**config.mk**
```make
export PLATFORM = sky130hd
export DESIGN_NAME = vfsc_valve_fault
export DESIGN_NICKNAME = d
export VERILOG_FILES = /design/src/vfsc_pkg.sv /design/src/vfsc_valve_fault.sv
export SDC_FILE = /design/constraint.sdc
export NUM_CORES = 1
export LEC_CHECK = 0
export BUFFER_PORTS_ARGS = -buffer_cell sky130_fd_sc_hd__buf_4
export CORE_ASPECT_RATIO = 1.1
export CORE_MARGIN = 2
export CORE_UTILIZATION = 58
export CTS_CLUSTER_SIZE = 30
export DETAILED_ROUTE_END_ITERATION = 8
export HOLD_SLACK_MARGIN = 0.12
export PLACE_DENSITY = 0.81
export SLEW_MARGIN = 10
export SYNTH_ARGS = -nofsm -noshare
export SYNTH_HDL_FRONTEND = slang
export SYNTH_SLANG_ARGS = --single-unit
```
**constraint.sdc**
```tcl
create_clock -name clock -period 3.34 [get_ports clock]
set_input_delay 0.501 -clock clock [delete_from_list [all_inputs] [get_ports clock]]
set_output_delay 0.501 -clock clock [all_outputs]
set_load 0.02 [all_outputs]
```
**src/vfsc_pkg.sv**
```systemverilog
package vfsc_pkg;

  // Register byte offsets
  localparam logic [7:0] ADDR_CTRL    = 8'h00;
  localparam logic [7:0] ADDR_ACTSEL  = 8'h04;
  localparam logic [7:0] ADDR_TOTAL   = 8'h08;
  localparam logic [7:0] ADDR_LIMIT   = 8'h0c;
  localparam logic [7:0] ADDR_CLEAR   = 8'h10;
  localparam logic [7:0] ADDR_DIAG    = 8'h14;
  localparam logic [7:0] ADDR_STATUS  = 8'h18;
  localparam logic [7:0] ADDR_INTSTAT = 8'h1c;
  localparam logic [7:0] ADDR_INTMASK = 8'h20;

  // Control register fields
  localparam int CTRL_OOS       = 0;
  localparam int CTRL_DIAG_AUTO = 1;
  localparam int CTRL_FORCE     = 2;
  localparam int CTRL_CHAN_USED = 3;
  localparam int CTRL_AUX_INPUT_ONE_ROUTE = 4;
  localparam int CTRL_AUX_INPUT_TWO_ROUTE = 5;
  localparam int CTRL_WIDTH     = 6;
  localparam logic [5:0] CTRL_RST = 6'h0a;

  // Action select fields, two bits each
  localparam int SEL_FAULT  = 0;
  localparam int SEL_OOS    = 2;
  localparam int SEL_PRESET = 4;
  localparam logic [5:0] ACTSEL_RST = 6'h00;

  // Action encodings and valve positions
  localparam logic [1:0] ACT_HOLD   = 2'h0;
  localparam logic [1:0] ACT_CLOSE  = 2'h1;
  localparam logic [1:0] ACT_OPEN   = 2'h2;
  localparam logic [1:0] ACT_PRESET = 2'h3;
  localparam logic [1:0] POS_CLOSE  = 2'h0;
  localparam logic [1:0] POS_OPEN   = 2'h1;
  localparam logic [1:0] POS_STOP   = 2'h2;

  // Diagnostics
  localparam logic [31:0] CLEAR_STROKE_MASK = 32'h0000_0100;
  localparam logic [31:0] LIMIT_RST         = 32'hffff_ffff;
  localparam logic [7:0]  PRIO_REPORT       = 8'h01;
  localparam int DIAG_PRIO = 0;
  localparam int DIAG_SIG  = 8;
  localparam logic [8:0] DIAG_RST = 9'h000;

  // Interrupt status bits
  localparam int INT_FAULT  = 0;
  localparam int INT_STROKE = 1;
  localparam int INT_AUX    = 2;
  localparam int INT_WIDTH  = 3;

  // Linked output block view of this transducer
  typedef struct packed {
    logic [1:0] boundCount;
    logic       forceBound;
    logic       spBad;
    logic       casFault;
    logic [1:0] setpoint;
  } vfsc_link_t;

  // Last end position reached by the valve
  typedef enum logic [1:0] {
    END_UNKNOWN,
    END_CLOSED,
    END_OPEN
  } vfsc_end_t;

endpackage

```
**src/vfsc_valve_fault.sv**
```systemverilog
// Summary of operation
// - Bad channel binding forces fault state
// - Bad setpoint quality forces fault state
// - Output block on force channel forces fault
// - Fault action select drives valve
// - Out-of-service action select drives valve
// - Preset option uses fault preset position
// - Cascade fault-active leaves output block deciding
// - Output block out of service uses transducer selects
// - Working setpoint substatus shows fault active
// - Aux fault lights LED, override, alarm, error
// - Force command flags fault, error, override
// - Diagnostics run only in automatic mode
// - Count each end-to-end valve stroke
// - Alarm when total exceeds limit
// - Report alarm only at priority one
// - Zero total by write or clear mask
// - Signal select bit eight, when set, drives maskable signal
//
// Design decisions made here: the address map and the APB slave port.
`timescale 1ns/1ps
module vfsc_valve_fault
  import vfsc_pkg::*;
(
  input  wire logic        clock,
  input  wire logic        srst,
  input  wire logic        psel,
  input  wire logic        penable,
  input  wire logic        pwrite,
  input  wire logic [7:0]  paddr,
  input  wire logic [31:0] pwdata,
  output logic      [31:0] prdata,
  output logic             pready,
  output logic             pslverr,
  input  wire vfsc_link_t  linkIn,
  input  wire logic        auxPinOne,
  input  wire logic        auxPinTwo,
  input  wire logic        endClosedPin,
  input  wire logic        endOpenPin,
  output logic             valveOutputZero,
  output logic             valveOutputOne,
  output logic             auxLedOne,
  output logic             auxLedTwo,
  output logic             tbLocalOverride,
  output logic             doLocalOverride,
  output logic             faultStateFlag,
  output logic             blockErrFault,
  output logic             devFaultAlarm,
  output logic             wspFaultActive,
  output logic             strokeAlarmReport,
  output logic             maskableSignal,
  output logic             irq
);

  // Software registers
  logic [CTRL_WIDTH-1:0] ctrl;
  logic [5:0]            actSel;
  logic [31:0]           strokeTotal;
  logic [31:0]           strokeLimit;
  logic [8:0]            diagCfg;
  logic [INT_WIDTH-1:0]  intStat;
  logic [INT_WIDTH-1:0]  intMask;

  // Pin synchronisers, first stage read only by second
  logic [3:0] pinMeta;
  logic [3:0] pinSync;

  // Block state
  logic [1:0] workSp;
  logic       tbFault;
  logic       auxFault;
  logic       strokeAlarm;
  vfsc_end_t  lastEnd;

  // Next values
  logic [1:0]           next_workSp;
  logic [31:0]          next_total;
  logic [INT_WIDTH-1:0] next_intStat;
  logic [31:0]          next_prdata;

  // Bus decode
  wire setupPhase = psel & ~penable;
  wire accessDone = psel & penable & pready;
  wire wrDone     = accessDone & pwrite;
  wire rdDone     = accessDone & ~pwrite;
  wire hitCtrl    = paddr == ADDR_CTRL;
  wire hitActSel  = paddr == ADDR_ACTSEL;
  wire hitTotal   = paddr == ADDR_TOTAL;
  wire hitLimit   = paddr == ADDR_LIMIT;
  wire hitClear   = paddr == ADDR_CLEAR;
  wire hitDiag    = paddr == ADDR_DIAG;
  wire hitStatus  = paddr == ADDR_STATUS;
  wire hitIntStat = paddr == ADDR_INTSTAT;
  wire hitIntMask = paddr == ADDR_INTMASK;
  wire hitAny     = hitCtrl | hitActSel | hitTotal | hitLimit | hitClear
                  | hitDiag | hitStatus | hitIntStat | hitIntMask;

  // Synchronised pin levels
  wire auxOne    = pinSync[0];
  wire auxTwo    = pinSync[1];
  wire atClosed  = pinSync[2];
  wire atOpen    = pinSync[3];

  // Control fields
  wire tbOos     = ctrl[CTRL_OOS];
  wire diagAuto  = ctrl[CTRL_DIAG_AUTO];
  wire forceCmd  = ctrl[CTRL_FORCE];
  wire chanUsed  = ctrl[CTRL_CHAN_USED];
  wire [1:0] faultSel  = actSel[SEL_FAULT +: 2];
  wire [1:0] oosSel    = actSel[SEL_OOS +: 2];
  wire [1:0] presetPos = actSel[SEL_PRESET +: 2];

  // Fault causes, re-evaluated every cycle so the state clears itself
  wire cfgFault   = (linkIn.boundCount >= 2'h2)
                  | ((linkIn.boundCount == 2'h0) & chanUsed);
  wire qualFault  = linkIn.spBad;
  wire forceFault = linkIn.forceBound;
  wire auxHit     = (auxOne & ctrl[CTRL_AUX_INPUT_ONE_ROUTE])
                  | (auxTwo & ctrl[CTRL_AUX_INPUT_TWO_ROUTE]);
  wire anyFault   = cfgFault | qualFault | forceFault | auxHit;

  // Cascade fault-active is handled by the output block itself,
  // so it never enters the transducer fault path
  wire casOwnFault = linkIn.casFault & ~linkIn.spBad;

  // Resolve one action select into a position
  function automatic logic [1:0] resolve(
    input logic [1:0] sel,
    input logic [1:0] preset,
    input logic [1:0] last
  );
    logic [1:0] pos;
    pos = last;
    unique case (sel)
      ACT_HOLD:   pos = last;
      ACT_CLOSE:  pos = POS_CLOSE;
      ACT_OPEN:   pos = POS_OPEN;
      ACT_PRESET: pos = preset;
    endcase
    return pos;
  endfunction

  // Working setpoint source, out of service ahead of fault
  always_comb
  begin
    if (tbOos)
      next_workSp = resolve(oosSel, presetPos, workSp);
    else if (anyFault)
      next_workSp = resolve(faultSel, presetPos, workSp);
    else
      next_workSp = linkIn.setpoint;
  end

  // Stroke detection: one count per arrival at the opposite end
  wire diagOn      = diagAuto;
  wire strokeDone  = diagOn & (((lastEnd == END_CLOSED) & atOpen & ~atClosed)
                   | ((lastEnd == END_OPEN) & atClosed & ~atOpen));
  wire clrByWrite  = wrDone & hitTotal & (pwdata == 32'h0000_0000);
  wire clrByWord   = wrDone & hitClear
                   & ((pwdata & CLEAR_STROKE_MASK) != 32'h0000_0000);
  wire loadTotal   = wrDone & hitTotal;
  wire alarmNow    = strokeTotal > strokeLimit;

  // Total update; an increment in a clearing cycle survives as one
  always_comb
  begin
    if (clrByWrite | clrByWord)
      next_total = strokeDone ? 32'h0000_0001 : 32'h0000_0000;
    else if (loadTotal)
      next_total = pwdata;
    else if (strokeDone)
      next_total = strokeTotal + 32'h0000_0001;
    else
      next_total = strokeTotal;
  end

  // Sticky events; set wins, and a read clears only the bits it reported,
  // so an event landing on the setup edge is never lost
  wire faultRise  = anyFault & ~tbFault;
  wire alarmRise  = alarmNow & ~strokeAlarm;
  wire auxRise    = auxHit & ~auxFault;
  wire [INT_WIDTH-1:0] intSet = {auxRise, alarmRise, faultRise};
  wire intClr = rdDone & hitIntStat;

  always_comb
  begin
    next_intStat = intClr ? ((intStat & ~prdata[INT_WIDTH-1:0]) | intSet) : (intStat | intSet);
  end

  // Read mux
  always_comb
  begin
    next_prdata = 32'h0000_0000;
    if (hitCtrl)
      next_prdata[CTRL_WIDTH-1:0] = ctrl;
    if (hitActSel)
      next_prdata[5:0] = actSel;
    if (hitTotal)
      next_prdata = strokeTotal;
    if (hitLimit)
      next_prdata = strokeLimit;
    if (hitDiag)
      next_prdata[8:0] = diagCfg;
    if (hitStatus)
      next_prdata[7:0] = {workSp, strokeAlarm, auxFault,
                          forceFault, qualFault, cfgFault, tbFault};
    if (hitIntStat)
      next_prdata[INT_WIDTH-1:0] = intStat;
    if (hitIntMask)
      next_prdata[INT_WIDTH-1:0] = intMask;
  end

  // Pin synchronisers
  always_ff @(posedge clock)
  begin
    pinMeta <= {endOpenPin, endClosedPin, auxPinTwo, auxPinOne};
    pinSync <= pinMeta;
  end

  // APB answer: ready in the first access cycle
  always_ff @(posedge clock)
  begin
    if (srst)
    begin
      pready  <= 1'b0;
      pslverr <= 1'b0;
      prdata  <= 32'h0000_0000;
    end
    else
    begin
      pready  <= setupPhase;
      pslverr <= setupPhase & ~hitAny;
      prdata  <= setupPhase ? next_prdata : 32'h0000_0000;
    end
  end

  // Configuration registers
  always_ff @(posedge clock)
  begin
    if (srst)
    begin
      ctrl        <= CTRL_RST;
      actSel      <= ACTSEL_RST;
      strokeLimit <= LIMIT_RST;
      diagCfg     <= DIAG_RST;
      intMask     <= '0;
    end
    else
    begin
      if (wrDone & hitCtrl)
        ctrl <= pwdata[CTRL_WIDTH-1:0];
      if (wrDone & hitActSel)
        actSel <= pwdata[5:0];
      if (wrDone & hitLimit)
        strokeLimit <= pwdata;
      if (wrDone & hitDiag)
        diagCfg <= pwdata[8:0];
      if (wrDone & hitIntMask)
        intMask <= pwdata[INT_WIDTH-1:0];
    end
  end

  // Core state
  always_ff @(posedge clock)
  begin
    if (srst)
    begin
      workSp      <= POS_CLOSE;
      tbFault     <= 1'b0;
      auxFault    <= 1'b0;
      strokeAlarm <= 1'b0;
      strokeTotal <= 32'h0000_0000;
      intStat     <= '0;
    end
    else
    begin
      workSp      <= next_workSp;
      tbFault     <= anyFault;
      auxFault    <= auxHit;
      strokeAlarm <= alarmNow;
      strokeTotal <= next_total;
      intStat     <= next_intStat;
    end
  end

  // End position tracker
  always_ff @(posedge clock)
  begin
    if (srst)
      lastEnd <= END_UNKNOWN;
    else if (atClosed & ~atOpen)
      lastEnd <= END_CLOSED;
    else if (atOpen & ~atClosed)
      lastEnd <= END_OPEN;
  end

  // Valve drive: open on output zero, close on output one, stop neither
  wire drvZero = next_workSp == POS_OPEN;
  wire drvOne  = next_workSp == POS_CLOSE;

  // Registered outputs
  always_ff @(posedge clock)
  begin
    if (srst)
    begin
      valveOutputZero   <= 1'b0;
      valveOutputOne    <= 1'b0;
      auxLedOne         <= 1'b0;
      auxLedTwo         <= 1'b0;
      tbLocalOverride   <= 1'b0;
      doLocalOverride   <= 1'b0;
      faultStateFlag    <= 1'b0;
      blockErrFault     <= 1'b0;
      devFaultAlarm     <= 1'b0;
      wspFaultActive    <= 1'b0;
      strokeAlarmReport <= 1'b0;
      maskableSignal    <= 1'b0;
      irq               <= 1'b0;
    end
    else
    begin
      valveOutputZero   <= drvZero;
      valveOutputOne    <= drvOne;
      auxLedOne         <= auxOne;
      auxLedTwo         <= auxTwo;
      tbLocalOverride   <= anyFault & ~tbOos;
      doLocalOverride   <= casOwnFault | forceCmd;
      faultStateFlag    <= forceCmd | auxHit;
      blockErrFault     <= forceCmd | auxHit;
      devFaultAlarm     <= anyFault | forceCmd;
      wspFaultActive    <= anyFault;
      strokeAlarmReport <= alarmNow & (diagCfg[DIAG_PRIO +: 8] == PRIO_REPORT);
      maskableSignal    <= alarmNow & diagCfg[DIAG_SIG];
      irq               <= |(next_intStat & intMask);
    end
  end

  // Checks
  chk_fault_select: assert property (@(posedge clock) disable iff (srst)
    (!tbOos && anyFault && faultSel == ACT_OPEN) |=> valveOutputZero && !valveOutputOne)
    else $error("fault open select not applied");

  chk_oos_priority: assert property (@(posedge clock) disable iff (srst)
    (tbOos && oosSel == ACT_CLOSE) |=> valveOutputOne && !valveOutputZero)
    else $error("out of service close select not applied");

  chk_preset_stop: assert property (@(posedge clock) disable iff (srst)
    (tbOos && oosSel == ACT_PRESET && presetPos == POS_STOP)
      |=> !valveOutputZero && !valveOutputOne)
    else $error("preset stop not applied");

  chk_bad_quality: assert property (@(posedge clock) disable iff (srst)
    linkIn.spBad |=> wspFaultActive && tbFault)
    else $error("bad setpoint quality did not fault");

  chk_fault_exit: assert property (@(posedge clock) disable iff (srst)
    (tbFault && !anyFault) |=> !wspFaultActive)
    else $error("fault state not released");

  chk_cas_own: assert property (@(posedge clock) disable iff (srst)
    (linkIn.casFault && !linkIn.spBad && !anyFault && !tbOos)
      |=> doLocalOverride && workSp == $past(linkIn.setpoint))
    else $error("cascade fault handled by transducer");

  chk_force_cmd: assert property (@(posedge clock) disable iff (srst)
    forceCmd |=> faultStateFlag && blockErrFault && doLocalOverride)
    else $error("force command not reflected");

  chk_stroke_inc: assert property (@(posedge clock) disable iff (srst)
    (strokeDone && !wrDone) |=> strokeTotal == $past(strokeTotal) + 32'h0000_0001)
    else $error("stroke not counted");

  chk_diag_auto: assert property (@(posedge clock) disable iff (srst)
    (!diagAuto && !wrDone) |=> $stable(strokeTotal))
    else $error("counter moved outside automatic mode");

  chk_clear_word: assert property (@(posedge clock) disable iff (srst)
    (clrByWord && !strokeDone) |=> strokeTotal == 32'h0000_0000)
    else $error("clear word did not zero total");

  chk_alarm_report: assert property (@(posedge clock) disable iff (srst)
    strokeAlarmReport |-> $past(alarmNow) && $past(diagCfg[DIAG_PRIO +: 8]) == PRIO_REPORT)
    else $error("alarm reported at wrong priority");

  chk_mask_signal: assert property (@(posedge clock) disable iff (srst)
    (alarmNow && diagCfg[DIAG_SIG]) |=> maskableSignal)
    else $error("maskable signal missing");

  chk_cfg_fault: assert property (@(posedge clock) disable iff (srst)
    (linkIn.boundCount == 2'h2) |=> wspFaultActive)
    else $error("double binding did not fault");

  chk_aux_fault: assert property (@(posedge clock) disable iff (srst)
    auxHit |=> auxFault && devFaultAlarm && blockErrFault)
    else $error("aux fault indication missing");

endmodule

```
# ---- Word-level counts from Yosys, hierarchy flattened
# Cells that the tools add are included.
dict set report classes {
  add_sub_neg 1
  order_cmp 2
  eq_ne 18
  n_mux 19
  bitwise 67
  n_reduce_logical 11
}
# cell n
set op_table {}
lappend op_table {{2-to-1 mux 32 bit} 5}
lappend op_table {{AND 1 bit} 33}
lappend op_table {{adder 32 x 1 -> 32 bit, second input constant} 1}
lappend op_table {{== test 8 x 5 -> 1 bit, second input constant} 4}
lappend op_table {{greater-than comparator 32 bit} 1}
lappend op_table {{logical NOT 32 bit} 1}
lappend op_table {{bitwise OR 1 bit} 18}
lappend op_table {{== test 8 x 4 -> 1 bit, second input constant} 2}
lappend op_table {{case mux 2 bit (4 select lines)} 2}
lappend op_table {{2-to-1 mux 6 bit} 2}
lappend op_table {{NOT 1 bit} 11}
lappend op_table {{== test 2 bit, second input constant} 5}
lappend op_table {{2-to-1 mux 3 bit} 3}
lappend op_table {{2-to-1 mux 9 bit} 1}
lappend op_table {{== test 2 x 1 -> 1 bit, second input constant} 4}
lappend op_table {{== test 8 x 1 -> 1 bit, second input constant} 1}
lappend op_table {{== test 8 x 3 -> 1 bit, second input constant} 1}
lappend op_table {{== test 8 x 6 -> 1 bit, second input constant} 1}
lappend op_table {{logical NOT 2 bit} 4}
lappend op_table {{logical NOT 8 bit} 1}
lappend op_table {{2-to-1 mux 8 bit} 1}
lappend op_table {{AND 3 bit} 2}
lappend op_table {{bitwise OR 3 bit} 2}
lappend op_table {{2-to-1 mux 2 bit} 2}
lappend op_table {{other kinds (7)} 10}
dict set report word_totals {
  ff_bits 151
  in_bits 56
  out_inout_bits 47
}

# ---- Logic depth before layout (Yosys ltp)
dict set report depth {
  word_depth 11
  depth_mapped 8
}

# ---- Worst setup path before layout
# OpenSTA, ideal clock, no wires.
dict set report synth_timing {
  path_kind {input port to flip-flop}
  from {input paddr[1]}
  to {register ctrl[1]}
  t_arrival_ns 2.352
  path_slack_ns 0.858
  cell_stages 7
  cell_sequence {or4_4 -> buf_6 -> or3_1 -> or4_1 -> buf_2 -> mux2i_1 -> nand2_1}
}
dict set report synth_between {
  elab_chain_len 2
}
# element line
set synth_rtl {}
lappend synth_rtl {{from (decl)} vfsc_valve_fault.sv:30} ;# input wire logic [7:0] paddr,
lappend synth_rtl {{logical NOT 8 bit} vfsc_valve_fault.sv:86} ;# wire hitCtrl = paddr == ADDR_CTRL;
lappend synth_rtl {{AND 1 bit} vfsc_valve_fault.sv:250} ;# if (wrDone & hitCtrl)
lappend synth_rtl {{to (signal assigned)} vfsc_valve_fault.sv:251} ;# ctrl <= pwdata[CTRL_WIDTH-1:0];
lappend synth_rtl {{to (decl)} vfsc_valve_fault.sv:56} ;# logic [CTRL_WIDTH-1:0] ctrl;
# Every way passes these cells.
# A chain may end at the register's enable or synchronous reset.

# ---- Final worst setup path
dict set report layout_timing {
  from {register strokeTotal[15]}
  to {register irq}
}
dict set report layout_between {
  elab_chain_len 6
}
# element line
set layout_rtl {}
lappend layout_rtl {{from (decl)} vfsc_valve_fault.sv:58} ;# logic [31:0] strokeTotal;
lappend layout_rtl {{from (signal assigned)} vfsc_valve_fault.sv:281} ;# strokeTotal <= next_total;
lappend layout_rtl {{greater-than comparator 32 bit (*)} vfsc_valve_fault.sv:162} ;# wire alarmNow = strokeTotal > strokeLimit;
lappend layout_rtl {{AND 1 bit (*)} vfsc_valve_fault.sv:180} ;# wire alarmRise = alarmNow & ~strokeAlarm;
lappend layout_rtl {{bitwise OR 3 bit} vfsc_valve_fault.sv:187} ;# next_intStat = intClr ? ((intStat & ~prdata[INT_WIDTH-1:0]) | intSet) : (intStat | intSet);
lappend layout_rtl {{2-to-1 mux 3 bit (*)} vfsc_valve_fault.sv:187}
lappend layout_rtl {{AND 3 bit (*)} vfsc_valve_fault.sv:334} ;# irq <= |(next_intStat & intMask);
lappend layout_rtl {{OR reduction 3 bit (*)} vfsc_valve_fault.sv:334}
lappend layout_rtl {{to (signal assigned)} vfsc_valve_fault.sv:334}
lappend layout_rtl {{to (decl)} vfsc_valve_fault.sv:52} ;# output logic irq
# Mark *: on every way between the ends. The rest lies on a longest branch, timed or not.

==> qor.yml <==
place:
  place.gp.congestion: 0.865
  io_buffers: 102
  dp_hpwl_mm: 14.2
  place_area_um2: 8200
  pre_cts_ws_ns: 0.531
routing:
  drtIter0Drc: 639
  via_count: 7015
  ant_nets: 0
  wl_mm: 20.3
  wl_per_cell_um: 18.2
  drc: 0
  first_pass_iters: 5
  vias_per_cell: 6.28
cells_and_area:
  fill_cells: 974
  multi_input_area_um2: 3930
  num_antenna_cells: 0
  syn_to_final_growth_pct: 20.3
  nets: 1039
  final_area_um2: 8820
  drive_gt1_share_pct: 18.5
  regArea_um2: 3020
yosys:
  syn-num-nets: 953
  syn_inst: 862
  synth_edf_count: 0
  synth_seq_cells: 151
  synthesis.area_um2: 7330
  postSynthAreaPerCell_um2: 8.50
  yosys_most_used_dff: "dfxtp_1"
  yosysSeqAreaShare_pct: 41.2
  async_flop_share_pct: 0
  synth.distinct_cells: 65
  yosys_warnings: 0
sta:
  finalSetupTns_ns: 0
  fin_skew_ns: 0.00627
  finalHoldViolCount: 0
  maxSlewViolCount: 0
  fmaxAchievable_mhz: 389
  finalSetupViolations: 0
  rsz0062_at_grt: "no"
  setup_slack_ns: 0.771
  finalCriticalPeriod_ns: 2.57
  slew_headroom_pct: 51.1
  period_share_pct: 76.9
  worst_pin_slew_ns: 0.734
cts:
  ctsResizeCount: 0
  clk_pin_slew_worst_paths_ns: 0.06
  clkLatencyLatePin_ns: 0.43
  h-tree-depth: 4
  holdBufCountCts: 0
  cts_tree: "yes"
  post_cts_buffers: 0
  clock-root-buffer: "clkbuf_16"
  cts_buffers: 17
  clock-sinks: 151
  cts_buffer_depth: 2
power_and_ir_drop:
  vdd_drop_max_uv: 397
  p_leak_nw: 3.64
  power_density_nw_per_um2: 461
floorplanning:
  fp.dieH_um: 122
  num_rows: 43
  io_pins: 103
  core_region_area_um2: 12500
  die_area_um2: 13600
  initial_utilization_pct: 58.7
  die-width_um: 111
critical_path:
  cp_data_required_time_ns: 3.63
  arrival_ns: 2.86
  start_kind: "register"
  endpoint_kind: "register"
  path_class: "register to register"
  critPathMaxFanout: 9
grt:
  antenna_found_initial: 0
  grt_pass1_wl_mm: 32.5
  gr-usage-met1_pct: 36.8
  grt_max_degree: 47
  grt_pass1_vias: 6470
  track_usage_pct: 30.0
  grtUsageMet2_pct: 51.0
  overflow: 0
  busiest_layer: "met2"
  grt_util_met3_pct: 6.82
run_status:
  outcome: "finished, final reports clean"
worst_hold_path:
  hold_path.class: "primary input to register"
job:
  drv_cap: 0
[per-layer routing]
layer	up-vias	part of all wire, %
met5	-	0
met4	0	3.2
met3	58	7.5
met2	310	49
met1	3309	40
li1	3338	-
[state kept, by name (all words and copies together) (netlist names), 2 cells and up]
signal and flops:
actSel 6, ctrl 6, diagCfg 9, intMask 3
intStat 3, lastEnd 2, pinMeta 4, pinSync 4
prdata 32, strokeLimit 32, strokeTotal 32, workSp 2
[stage by stage]
step | util, % | hold slack (ns) | total power, mW | cells
6_report | 70.6 | 0.168 | 4.06 | 1117
5_1_grt | 70.6 | 0.154 | 4.18 | 1117
4_1_cts | 70.6 | 0.157 | 4.08 | 1117
3_5_place_dp | 65.7 | 0.314 | 2.08 | 1086
3_3_place_gp | 65.7 | 0.310 | 2.08 | 1086
2_1_floorplan | - | 0.310 | 1.96 | 862
[Yosys cell counts (all sizes together), types with 3 or more instances]
master   instances  area, µm²
nor4            28        211
inv             47        176
nor2            73        277
a22oi           36        270
nor3b            4       30.0
o31a             4       35.0
dfxtp          151       3020
a211oi           5       37.5
mux2i           21        210
and2             4       25.0
mux4             3       67.6
o21a             3       22.5
and3             6       37.5
or4              6       48.8
nand2b           3       18.8
nand3           34        170
nand2           96        363
o2bb2ai          3       38.8
a31oi            6       37.5
o311ai           3       26.3
ha              35        438
nand4           21        131
o21ai           48        282
nor2b            7       43.8
nor3            20        105
or3              9       56.3
o2111ai          3       26.3
o211ai          46        345
clkbuf          31        116
o22ai            7       43.8
a21oi           52        260
buf             19        113
[power breakdown]
group	total, mW	internal, mW	switching (mW)
Sequential	1.83	1.82	0.0128
Clock	2.02	1.26	0.754
Combinational	0.215	0.0861	0.129
[final timing paths]
path	slack, ns	depth (start not counted)	end	start
worst max register to register	0.77	8	irq$_SDFF_PP0_	strokeTotal[15]$_SDFFE_PP0P_
worst min register to register	0.33	0	pinSync[2]$_DFF_P_	pinMeta[2]$_DFF_P_
worst max-delay path	0.77	8	irq$_SDFF_PP0_	strokeTotal[15]$_SDFFE_PP0P_
worst min-delay path	0.17	1	pinMeta[0]$_DFF_P_	auxPinOne
[cell type report]
| class | count | share of cell area [%] |
|---|---|---|
| clock inverters | 12 | 2.00 |
| clock buffers | 19 | 5.02 |
| flip-flops and latches | 151 | 34.3 |
| well taps | 157 | 2.23 |
| inverters | 47 | 2.00 |
| multi-input cells | 614 | 44.5 |
| repair buffers | 117 | 9.96 |
[cells by family (layout without fill, tap and decap cells)]
kind of cell             count (synthesis)  after routing  synth area share, %
multiplexers                            24             24                 3.79
AND/OR/NAND/NOR                        323            323                 22.1
flip-flops                             151            151                 41.2
AO/OA/AOI/OAI                          230            230                 21.1
buffers and inverters                   97            195                 5.53
XOR/XNOR                                 2              2                0.239
adder cells (fa/ha/maj)                 35             35                 5.97
[critical path, cell delays in order, from the launching register on]
cell      delay (ns)
dfxtp_1         0.39
ha_1            0.37
nand4_1         0.14
or2_2           0.37
nor3_1          0.42
a31oi_1         0.14
a22oi_1         0.27
buf_4           0.21
o311ai_0        0.12
[layout by cell type (no fill, tap or decap), drive strengths merged, types with 7 or more instances in the layout]
cell | Yosys | layout
clkbuf | 31 | 19
dfxtp | 151 | 151
nor3 | 20 | 20
a21oi | 52 | 52
buf | 19 | 117
nor2b | 7 | 7
nand2 | 96 | 96
nor2 | 73 | 73
nand3 | 34 | 34
o21ai | 48 | 48
inv | 47 | 48
or3 | 9 | 9
nand4 | 21 | 21
nor4 | 28 | 28
mux2i | 21 | 21
ha | 35 | 35
o211ai | 46 | 46
a22oi | 36 | 36
o22ai | 7 | 7
(Power assumes the default switching activity.)
